==> config.mk <==
export PLATFORM = sky130hd
export DESIGN_NAME = csc_top
export DESIGN_NICKNAME = d
export VERILOG_FILES = /design/src/csc_pkg.sv /design/src/csc_calc.sv /design/src/csc_top.sv
export VERILOG_INCLUDE_DIRS = /design/src /design/src/src
export SDC_FILE = /design/constraint.sdc
export NUM_CORES = 2
export LEC_CHECK = 0
export BUFFER_PORTS_ARGS = -buffer_cell sky130_fd_sc_hd__buf_2
export CORE_ASPECT_RATIO = 1.1
export CORE_UTILIZATION = 40
export DETAILED_ROUTE_END_ITERATION = 7
export GPL_TIMING_DRIVEN = 1
export SLEW_MARGIN = 25
export SYNTH_ARGS = -nofsm -noshare
export SYNTH_HDL_FRONTEND = slang
export SYNTH_SLANG_ARGS = --single-unit
==> constraint.sdc <==
create_clock -name clk -period 10.4 [get_ports clk]
set_clock_uncertainty 0.2 [all_clocks]
set_input_delay 1.04 -clock clk [delete_from_list [all_inputs] [get_ports clk]]
set_output_delay 1.04 -clock clk [all_outputs]
set_load 0.01 [all_outputs]
==> src/csc_map.svh <==
// Constants of the clock sync correction block
// How it works
// - Sync measurement tables are cleared in the network idle time before a cycle starts.
// - Even-cycle entries are cleared in the odd cycle's idle time and odd entries in the even's.
// - Startup frames are counted with one counter for channel A and one for channel B.
// - The startup frame count used for evaluation is the larger of the two channel counts.
// - The offset correction term is checked against its limit before external offset is added.
// - The rate correction term is checked against its limit before external rate is added.
// - On a macrotick reset the host view goes to zero at once while internal counting runs on.
// - Up to sixteen sync nodes per cycle are accepted; that maximum is fixed.
`ifndef CSC_MAP_SVH
`define CSC_MAP_SVH
`define CSC_MAX_SYNC_NODES 16
`define CSC_IDX_W          4
`define CSC_CNT_W          5
`define CSC_ID_W           11
`define CSC_DEV_W          16
`define CSC_TERM_W         17
`define CSC_MT_W           14
`define CSC_SU_W           5
`define CSC_SU_MAX         5'h1f
`define CSC_MT_RUNON       2'h2
`define CSC_PAR_EVEN       1'b0
`define CSC_PAR_ODD        1'b1
`define CSC_TERM_POS_MAX   17'h0_ffff
`define CSC_TERM_NEG_MAX   17'h1_0000
`endif

==> src/csc_pkg.sv <==
// Types of the clock sync correction block
`include "csc_map.svh"
package csc_pkg;
  typedef struct packed {
    logic                          valid;
    logic                          chan;
    logic                          startup;
    logic [`CSC_ID_W-1:0]          id;
    logic signed [`CSC_DEV_W-1:0]  dev;
  } csc_frame_t;

  typedef struct packed {
    logic [`CSC_TERM_W-1:0]        offset_limit;
    logic [`CSC_TERM_W-1:0]        rate_limit;
    logic signed [`CSC_TERM_W-1:0] ext_offset;
    logic signed [`CSC_TERM_W-1:0] ext_rate;
  } csc_cfg_t;

  typedef struct packed {
    logic                          done;
    logic                          offset_fail;
    logic                          rate_fail;
    logic signed [`CSC_TERM_W-1:0] offset_correction_term;
    logic signed [`CSC_TERM_W-1:0] rate_correction_term;
  } csc_result_t;

  typedef enum logic [1:0] {
    CSC_IDLE = 2'b00,
    CSC_SCAN = 2'b01,
    CSC_DONE = 2'b10
  } csc_state_t;
endpackage

==> src/csc_calc.sv <==
// Limit check and external correction of the offset and rate terms
`timescale 1ns/1ps
`default_nettype none
`include "csc_map.svh"
module csc_calc (
  // Clock and reset
  input  wire logic                          clk,
  input  wire logic                          rstn,
  // Start strobe, measured midpoints and configuration
  input  wire logic                          go,
  input  wire logic                          offset_any,
  input  wire logic signed [`CSC_TERM_W-1:0] offset_raw,
  input  wire logic                          rate_any,
  input  wire logic signed [`CSC_TERM_W-1:0] rate_raw,
  input  wire csc_pkg::csc_cfg_t             cfg,
  // Result
  output var  csc_pkg::csc_result_t          result
);
  import csc_pkg::*;

  function automatic logic over(input logic signed [`CSC_TERM_W-1:0] v,
                                input logic [`CSC_TERM_W-1:0] lim);
    logic [`CSC_TERM_W-1:0] mag;
    mag = v[`CSC_TERM_W-1] ? `CSC_TERM_W'(-v) : `CSC_TERM_W'(v);
    return mag > lim;
  endfunction

  // Clamp bounds a failed term to the limit; the external term is added after, so the applied step can exceed it
  function automatic logic signed [`CSC_TERM_W-1:0] sat(input logic signed [`CSC_TERM_W-1:0] v,
                                                       input logic [`CSC_TERM_W-1:0] lim);
    if (!over(v, lim))
      return v;
    return v[`CSC_TERM_W-1] ? -$signed(lim) : $signed(lim);
  endfunction

  always_ff @(posedge clk) begin
    if (!rstn) begin
      result <= '0;
    end else begin
      result.done <= go;
      if (go) begin
        result.offset_fail <= !offset_any || over(offset_raw, cfg.offset_limit);
        result.rate_fail   <= !rate_any || over(rate_raw, cfg.rate_limit);
        result.offset_correction_term <= sat(offset_raw, cfg.offset_limit) + cfg.ext_offset;
        result.rate_correction_term   <= sat(rate_raw, cfg.rate_limit) + cfg.ext_rate;
      end
    end
  end

  offset_check_a: assert property (@(posedge clk) disable iff (!rstn)
    go && offset_any |=> result.offset_fail == over($past(offset_raw), $past(cfg.offset_limit)))
    else $error("offset checked against wrong value");

  rate_check_a: assert property (@(posedge clk) disable iff (!rstn)
    go && rate_any && !over(rate_raw, cfg.rate_limit)
    |=> !result.rate_fail && result.rate_correction_term == $past(rate_raw) + $past(cfg.ext_rate))
    else $error("rate term not raw plus external");
endmodule
`default_nettype wire

==> src/csc_top.sv <==
// Sync frame tables, startup counting, correction scan and macrotick view
`timescale 1ns/1ps
`default_nettype none
`include "csc_map.svh"
module csc_top (
  // Clock and reset
  input  wire logic                    clk,
  input  wire logic                    rstn,
  // Cycle timing
  input  wire logic                    nit_start,
  input  wire logic                    cycle_odd,
  input  wire logic                    calc_start,
  // Sync frame measurements
  input  wire csc_pkg::csc_frame_t     frame,
  // Correction limits and external terms
  input  wire csc_pkg::csc_cfg_t       cfg,
  // Macrotick generation
  input  wire logic                    mt_tick,
  input  wire logic                    mt_reset,
  // Results
  output var  csc_pkg::csc_result_t    result,
  output logic [`CSC_SU_W-1:0]         startup_count,
  output logic [`CSC_CNT_W-1:0]        sync_nodes_even,
  output logic [`CSC_CNT_W-1:0]        sync_nodes_odd,
  output logic                         table_overflow,
  output logic                         calc_busy,
  output logic [`CSC_MT_W-1:0]         macrotick_value,
  output logic [`CSC_MT_W-1:0]         mt_internal
);
  import csc_pkg::*;

  localparam int N = `CSC_MAX_SYNC_NODES;

  logic [`CSC_ID_W-1:0]         tid   [0:1][0:N-1];
  logic signed [`CSC_DEV_W-1:0] dev_a [0:1][0:N-1];
  logic signed [`CSC_DEV_W-1:0] dev_b [0:1][0:N-1];
  logic                         va    [0:1][0:N-1];
  logic                         vb    [0:1][0:N-1];
  logic [`CSC_CNT_W-1:0]        cnt   [0:1];
  logic                         wpar;
  logic                         cpar;
  logic                         hit;
  logic [`CSC_IDX_W-1:0]        hit_idx;
  logic                         full;
  logic                         su_clear;
  logic [`CSC_SU_W-1:0]         su_a;
  logic [`CSC_SU_W-1:0]         su_b;
  csc_state_t                   state;
  logic [`CSC_IDX_W-1:0]        idx;
  logic signed [`CSC_TERM_W-1:0] omin, omax, rmin, rmax;
  logic                         oany, rany;
  logic signed [`CSC_TERM_W-1:0] next_omin, next_omax, next_rmin, next_rmax;
  logic                         next_oany, next_rany;
  logic                         go;
  logic [1:0]                   runon;
  logic [`CSC_MT_W-1:0]         next_mt;

  function automatic logic signed [`CSC_TERM_W-1:0] wide(input logic signed [`CSC_DEV_W-1:0] d);
    return `CSC_TERM_W'(d);
  endfunction

  function automatic logic signed [`CSC_TERM_W-1:0] mid(input logic signed [`CSC_TERM_W-1:0] a,
                                                       input logic signed [`CSC_TERM_W-1:0] b);
    logic signed [`CSC_TERM_W:0] s;
    s = (`CSC_TERM_W+1)'(a) + (`CSC_TERM_W+1)'(b);
    return s[`CSC_TERM_W:1];
  endfunction

  assign wpar     = cycle_odd;
  assign cpar     = !cycle_odd;
  assign full     = cnt[wpar] == `CSC_CNT_W'(N);
  assign su_clear = nit_start && cycle_odd;

  // Existing entry of the same node is reused so the two channels share one slot
  always_comb begin
    hit     = 1'b0;
    hit_idx = '0;
    for (int i = 0; i < N; i++) begin
      if (!hit && `CSC_CNT_W'(i) < cnt[wpar] && tid[wpar][i] == frame.id) begin
        hit     = 1'b1;
        hit_idx = `CSC_IDX_W'(i);
      end
    end
  end

  // Clearing one parity while the other is written never touches the same slots
  always_ff @(posedge clk) begin
    if (!rstn) begin
      for (int p = 0; p < 2; p++) begin
        cnt[p] <= '0;
        for (int i = 0; i < N; i++) begin
          tid[p][i]   <= '0;
          dev_a[p][i] <= '0;
          dev_b[p][i] <= '0;
          va[p][i]    <= 1'b0;
          vb[p][i]    <= 1'b0;
        end
      end
    end else begin
      if (nit_start) begin
        cnt[cpar] <= '0;
        for (int i = 0; i < N; i++) begin
          va[cpar][i] <= 1'b0;
          vb[cpar][i] <= 1'b0;
        end
      end
      if (frame.valid && (hit || !full)) begin
        if (!hit) begin
          tid[wpar][cnt[wpar][`CSC_IDX_W-1:0]] <= frame.id;
          cnt[wpar] <= cnt[wpar] + 1'b1;
        end
        if (frame.chan) begin
          dev_b[wpar][hit ? hit_idx : cnt[wpar][`CSC_IDX_W-1:0]] <= frame.dev;
          vb[wpar][hit ? hit_idx : cnt[wpar][`CSC_IDX_W-1:0]]    <= 1'b1;
        end else begin
          dev_a[wpar][hit ? hit_idx : cnt[wpar][`CSC_IDX_W-1:0]] <= frame.dev;
          va[wpar][hit ? hit_idx : cnt[wpar][`CSC_IDX_W-1:0]]    <= 1'b1;
        end
      end
    end
  end

  always_ff @(posedge clk) begin
    if (!rstn) begin
      sync_nodes_even <= '0;
      sync_nodes_odd  <= '0;
    end else begin
      sync_nodes_even <= cnt[`CSC_PAR_EVEN];
      sync_nodes_odd  <= cnt[`CSC_PAR_ODD];
    end
  end

  // Frame beyond the sixteenth node is dropped; a drop in the clearing cycle still shows
  always_ff @(posedge clk) begin
    if (!rstn)
      table_overflow <= 1'b0;
    else if (frame.valid && !hit && full)
      table_overflow <= 1'b1;
    else if (nit_start)
      table_overflow <= 1'b0;
  end

  // Counters saturate rather than wrap so a noisy channel cannot look quiet
  always_ff @(posedge clk) begin
    if (!rstn) begin
      su_a <= '0;
      su_b <= '0;
    end else begin
      if (frame.valid && frame.startup && !frame.chan)
        su_a <= su_clear ? `CSC_SU_W'(1) : (su_a == `CSC_SU_MAX ? su_a : su_a + 1'b1);
      else if (su_clear)
        su_a <= '0;
      if (frame.valid && frame.startup && frame.chan)
        su_b <= su_clear ? `CSC_SU_W'(1) : (su_b == `CSC_SU_MAX ? su_b : su_b + 1'b1);
      else if (su_clear)
        su_b <= '0;
    end
  end

  always_ff @(posedge clk) begin
    if (!rstn)
      startup_count <= '0;
    else
      startup_count <= (su_a > su_b) ? su_a : su_b;
  end

  // Offset from odd-cycle deviations, rate from odd minus even of the same node and slot
  always_comb begin
    next_omin = omin;
    next_omax = omax;
    next_rmin = rmin;
    next_rmax = rmax;
    next_oany = oany;
    next_rany = rany;
    if (va[`CSC_PAR_ODD][idx]) begin
      next_omin = (!next_oany || wide(dev_a[1][idx]) < next_omin) ? wide(dev_a[1][idx]) : next_omin;
      next_omax = (!next_oany || wide(dev_a[1][idx]) > next_omax) ? wide(dev_a[1][idx]) : next_omax;
      next_oany = 1'b1;
    end
    if (vb[`CSC_PAR_ODD][idx]) begin
      next_omin = (!next_oany || wide(dev_b[1][idx]) < next_omin) ? wide(dev_b[1][idx]) : next_omin;
      next_omax = (!next_oany || wide(dev_b[1][idx]) > next_omax) ? wide(dev_b[1][idx]) : next_omax;
      next_oany = 1'b1;
    end
    if (tid[0][idx] == tid[1][idx] && va[0][idx] && va[1][idx]) begin
      next_rmin = (!next_rany || wide(dev_a[1][idx]) - wide(dev_a[0][idx]) < next_rmin) ?
                  wide(dev_a[1][idx]) - wide(dev_a[0][idx]) : next_rmin;
      next_rmax = (!next_rany || wide(dev_a[1][idx]) - wide(dev_a[0][idx]) > next_rmax) ?
                  wide(dev_a[1][idx]) - wide(dev_a[0][idx]) : next_rmax;
      next_rany = 1'b1;
    end
  end

  always_ff @(posedge clk) begin
    if (!rstn) begin
      state <= CSC_IDLE;
      idx   <= '0;
      go    <= 1'b0;
      {oany, rany} <= 2'b00;
      {omin, omax, rmin, rmax} <= '0;
    end else begin
      go <= 1'b0;
      case (state)
        CSC_IDLE: begin
          idx          <= '0;
          {oany, rany} <= 2'b00;
          if (calc_start)
            state <= CSC_SCAN;
        end
        CSC_SCAN: begin
          {omin, omax, rmin, rmax} <= {next_omin, next_omax, next_rmin, next_rmax};
          {oany, rany} <= {next_oany, next_rany};
          idx          <= idx + 1'b1;
          if (idx == `CSC_IDX_W'(N - 1))
            state <= CSC_DONE;
        end
        CSC_DONE: begin
          go    <= 1'b1;
          state <= CSC_IDLE;
        end
        default: state <= CSC_IDLE;
      endcase
    end
  end

  always_ff @(posedge clk) begin
    if (!rstn)
      calc_busy <= 1'b0;
    else
      calc_busy <= (state == CSC_IDLE) ? calc_start : (state != CSC_DONE);
  end

  csc_calc u_calc (
    .clk        (clk),
    .rstn       (rstn),
    .go         (go),
    .offset_any (oany),
    .offset_raw (mid(omin, omax)),
    .rate_any   (rany),
    .rate_raw   (mid(rmin, rmax)),
    .cfg        (cfg),
    .result     (result)
  );

  // Internal count runs on for one tick after a reset and restarts on the second; the host view does not wait
  assign next_mt = mt_tick ? mt_internal + 1'b1 : mt_internal;

  always_ff @(posedge clk) begin
    if (!rstn) begin
      mt_internal <= '0;
      runon       <= '0;
    end else if (mt_reset) begin
      mt_internal <= next_mt;
      runon       <= `CSC_MT_RUNON;
    end else if (runon != 2'h0 && mt_tick) begin
      runon       <= runon - 1'b1;
      mt_internal <= (runon == 2'h1) ? '0 : next_mt;
    end else begin
      mt_internal <= next_mt;
    end
  end

  always_ff @(posedge clk) begin
    if (!rstn)
      macrotick_value <= '0;
    else if (mt_reset || runon != 2'h0)
      macrotick_value <= '0;
    else
      macrotick_value <= next_mt;
  end

  clear_even_a: assert property (@(posedge clk) disable iff (!rstn)
    nit_start && cycle_odd ##1 1'b1 |=> sync_nodes_even == 0)
    else $error("even table not cleared in odd idle time");
  keep_odd_a: assert property (@(posedge clk) disable iff (!rstn)
    nit_start && cycle_odd && !frame.valid |=> cnt[1] == $past(cnt[1]))
    else $error("odd table disturbed by even clear");
  su_chan_a: assert property (@(posedge clk) disable iff (!rstn)
    frame.valid && frame.startup && !frame.chan && !su_clear && su_a < 5'h1e
    |=> su_a == $past(su_a) + 1'b1 && su_b == $past(su_b))
    else $error("startup count went to wrong channel");
  su_max_a: assert property (@(posedge clk) disable iff (!rstn)
    1'b1 |=> startup_count >= $past(su_a) && startup_count >= $past(su_b)
    && (startup_count == $past(su_a) || startup_count == $past(su_b)))
    else $error("startup count is not the larger channel");
  node_max_a: assert property (@(posedge clk) disable iff (!rstn)
    frame.valid && !hit && full |=> table_overflow && cnt[$past(wpar)] == 5'h10)
    else $error("seventeenth node not refused");
  node_fill_a: assert property (@(posedge clk) disable iff (!rstn)
    frame.valid && !hit && !full && !(nit_start && cpar == wpar)
    |=> cnt[$past(wpar)] == $past(cnt[wpar]) + 1'b1)
    else $error("new sync node not taken");
  mt_zero_a: assert property (@(posedge clk) disable iff (!rstn)
    mt_reset ##1 !mt_reset |-> macrotick_value == 0 ##1 macrotick_value == 0)
    else $error("host macrotick not zero after reset");
  mt_runon_a: assert property (@(posedge clk) disable iff (!rstn)
    mt_reset ##1 mt_tick && !mt_reset |=> mt_internal == $past(mt_internal) + 1'b1)
    else $error("internal macrotick stopped at reset");
endmodule
`default_nettype wire

==> metrics.cfg <==
[logic_synthesis]
yosys-top-cells-area = edfxtp_1 49%, mux4_2 12%, dfxtp_1 6.3%
synth_seq_cells = 1349
yosysTopAreaCell = edfxtp_1
synth_top_area_frac = 0.491
avgSynthCellArea_um2 = 13.7
synthDistinctLibCells = 103
syn_inst = 5038
synth_flop_cell = edfxtp_1
synth_seq_area_share = 0.554
syn-num-nets = 5382
async_flop_share = 0
synth_most_common_cell = edfxtp_1
ys.warnings.count = 0
yosys-top-cells-count = 1,130 x edfxtp_1, 529 x and2_1, 361 x mux4_2
synth_edf_count = 1130
synth_area_mm2 = 0.0692

[worst_setup_path]
crit_path_end_kind = register
path_common_cell = a21oi_1
required_ps = 10930
max_stage_delay_ps = 600
r2r_start = omax[2]
critPathSlowestCell = or4_1
worstPathArrival_ps = 8560
start_kind = register
path_max_fanout = 25
startpoint = omax[2]
crit_type = reg2reg

[cells_and_area]
instances_no_fill = 7567
syn2layout_area_growth_pct = 12.2
drive_gt1_frac = 0.190
final_nets = 5533
regArea_mm2 = 0.0383
finish.utilization = 0.453
multiInputGateArea_mm2 = 0.0290
n_fill_cell = 15200

[global_routing]
grt_pass1_vias = 43400
antenna_found_initial = 11
grt_overflow = 0
grt_first_pass_wirelength_mm = 289
grt_start_max_net_pins = 152
grt.total_usage = 0.224

[timing]
setup_viol = 0
fmaxAchievable_mhz = 125
min_period_over_period = 0.772
final_hold_viol_count = 0
fin_crit_ps = 8030
tns_ps = 0
tightest_slew_ps = 1080
rsz0062_at_grt = false
slew_violations = 0
relSlewSlack = 0.278

[power_and_ir_drop]
total_leakage_power_nw = 28.8
switching_share = 0.255
power.density_mw_per_mm2 = 167
p_sw_mw = 3.30
p_comb_frac = 0.110
p_clk_frac = 0.412
seqPwrFrac = 0.478
peakVddDrop_mv = 0.164
internal-power_mw = 9.65

[die]
core_mm2 = 0.171
initial_utilization = 0.404
die_h_um = 438
dieArea_mm2 = 0.175
pin_count = 187
rows = 159
die_w_um = 399

[cts]
hold_buffers = 0
root_buffer = clkbuf_16
postCtsResizedCells = 0
clock-sinks = 1349
cts_buffers = 149
clkLatencyLatePin_ps = 820
clock_path_buffers = 3
clk_pin_slew_ps = 60
cts_setup_buffers = 0
h-tree-depth = 4
cts_tree = done

[route]
drt.antenna.violating_nets = 0
drtIter0Drc = 3635
dr.pass1.iters = 5
drc_errors = 0
wirelength_mm = 197
dr_total_vias = 43200
vias_per_cell = 5.71
wl_per_cell_um = 26.0

[place]
io_buffers = 186
place_hpwl_mm = 133
dp.cells = 7292
gp_congestion = 0.918

[worst_hold_path]
worstHoldStart = va[0][9]
hold_class = reg2reg

[flow_run]
maxCapViolCount = 0

[run_status]
status = finished, final reports clean

## flip-flops by register name, indices dropped and copies added, names as in the netlist, 10 cells and up
register	flops
dev_a	512
tid	352
dev_b	256
u_calc.result	37
va	32
omax	17
omin	17
rmax	17
rmin	17
vb	16
macrotick_value	14
mt_internal	14
cnt	10
## power groups by stage
stage	Combinational (mW)	Clock (mW)	Sequential, mW
global route	1.53	5.62	6.20
detailed placement	1.43	0	6.30
global placement	1.41	0	6.29
CTS	1.43	5.42	6.18
floorplan	0.944	0	6.25
finish	1.43	5.34	6.18
## logic make-up after synthesis
family,Yosys count,share of synthesized area
xor+xnor,331,0.0419
flops,1349,0.554
fa+ha+maj,239,0.0438
simple gates,1374,0.113
buf+inv,465,0.0300
compound gates,627,0.0575
mux,653,0.160
## critical path, delay by kind of cell, from the launching register on
family / cells / cell delay [ps]
AND/OR/NAND/NOR: 10 / 2790
AO/OA/AOI/OAI: 11 / 2390
adder cells (fa/ha/maj): 3 / 910
XOR/XNOR: 3 / 530
multiplexers: 2 / 320
buffers and inverters: 1 / 350
flip-flops: 1 / 460
## final timing paths
| check | endpoint | slack, ps | depth (start not counted) |
|---|---|---|---|
| max | u_calc.result[33] | 2370 | 30 |
| min | va[0][9] | 250 | 1 |
| max reg2reg | u_calc.result[33] | 2370 | 30 |
| min reg2reg | va[0][9] | 250 | 1 |
## placed cells by master (no fill, tap or decap), types with 13 or more instances in the layout
master / Yosys / final
buf_4: 19 / 115
a211oi_1: 13 / 13
a21boi_0: 13 / 13
nand2_1: 156 / 156
and2_1: 529 / 529
mux4_2: 361 / 361
a21o_1: 59 / 59
or3_1: 18 / 18
nand2b_1: 29 / 29
o311ai_0: 15 / 15
o31ai_1: 14 / 14
nand3_1: 75 / 75
nor3_1: 50 / 50
clkinv_1: 1 / 23
clkinv_2: 0 / 18
a31oi_1: 22 / 21
nor2_1: 186 / 183
nor4_1: 73 / 73
nand4_1: 68 / 68
ha_1: 234 / 234
mux2i_1: 286 / 286
nor2b_1: 95 / 94
xor2_1: 54 / 54
o21ai_1: 6 / 32
o21ai_2: 2 / 53
clkbuf_16: 0 / 153
inv_1: 157 / 157
clkbuf_1: 172 / 39
dfxtp_1: 219 / 214
xnor2_1: 277 / 277
buf_2: 67 / 184
and3_1: 23 / 23
a211o_1: 18 / 18
a21oi_1: 127 / 127
o21ai_0: 225 / 146
edfxtp_1: 1130 / 1130
o21a_1: 23 / 22
## layer usage
layer	global-route usage	part of all wire	vias to the layer above
li1	-	-	19400
met1	0.290	0.41	22000
met2	0.381	0.49	1450
met3	0.0347	0.060	339
met4	0.0765	0.034	14
met5	0	0.00048	-
## metrics by stage
step | instance area [um2] | hold WS [ps] | setup slack [ps] | power, mW
floorplan | 69200 | 220 | 2750 | 7.20
global placement | 72700 | 228 | 2340 | 7.70
detailed placement | 72700 | 236 | 2280 | 7.72
CTS | 77600 | 214 | 2220 | 13.0
global route | 77600 | 255 | 1610 | 13.4
finish | 77600 | 245 | 2370 | 13.0
## area by class of cell
type                    instances  area share
repair buffers                306      0.0246
diodes                          2   0.0000645
inverters                     159     0.00769
flip-flops and latches       1349       0.494
well taps                    2254      0.0363
clock inverters                75      0.0113
multi-input cells            3224       0.374
clock buffers                 198      0.0522
Note: power is estimated with default switching activity, not from simulation.
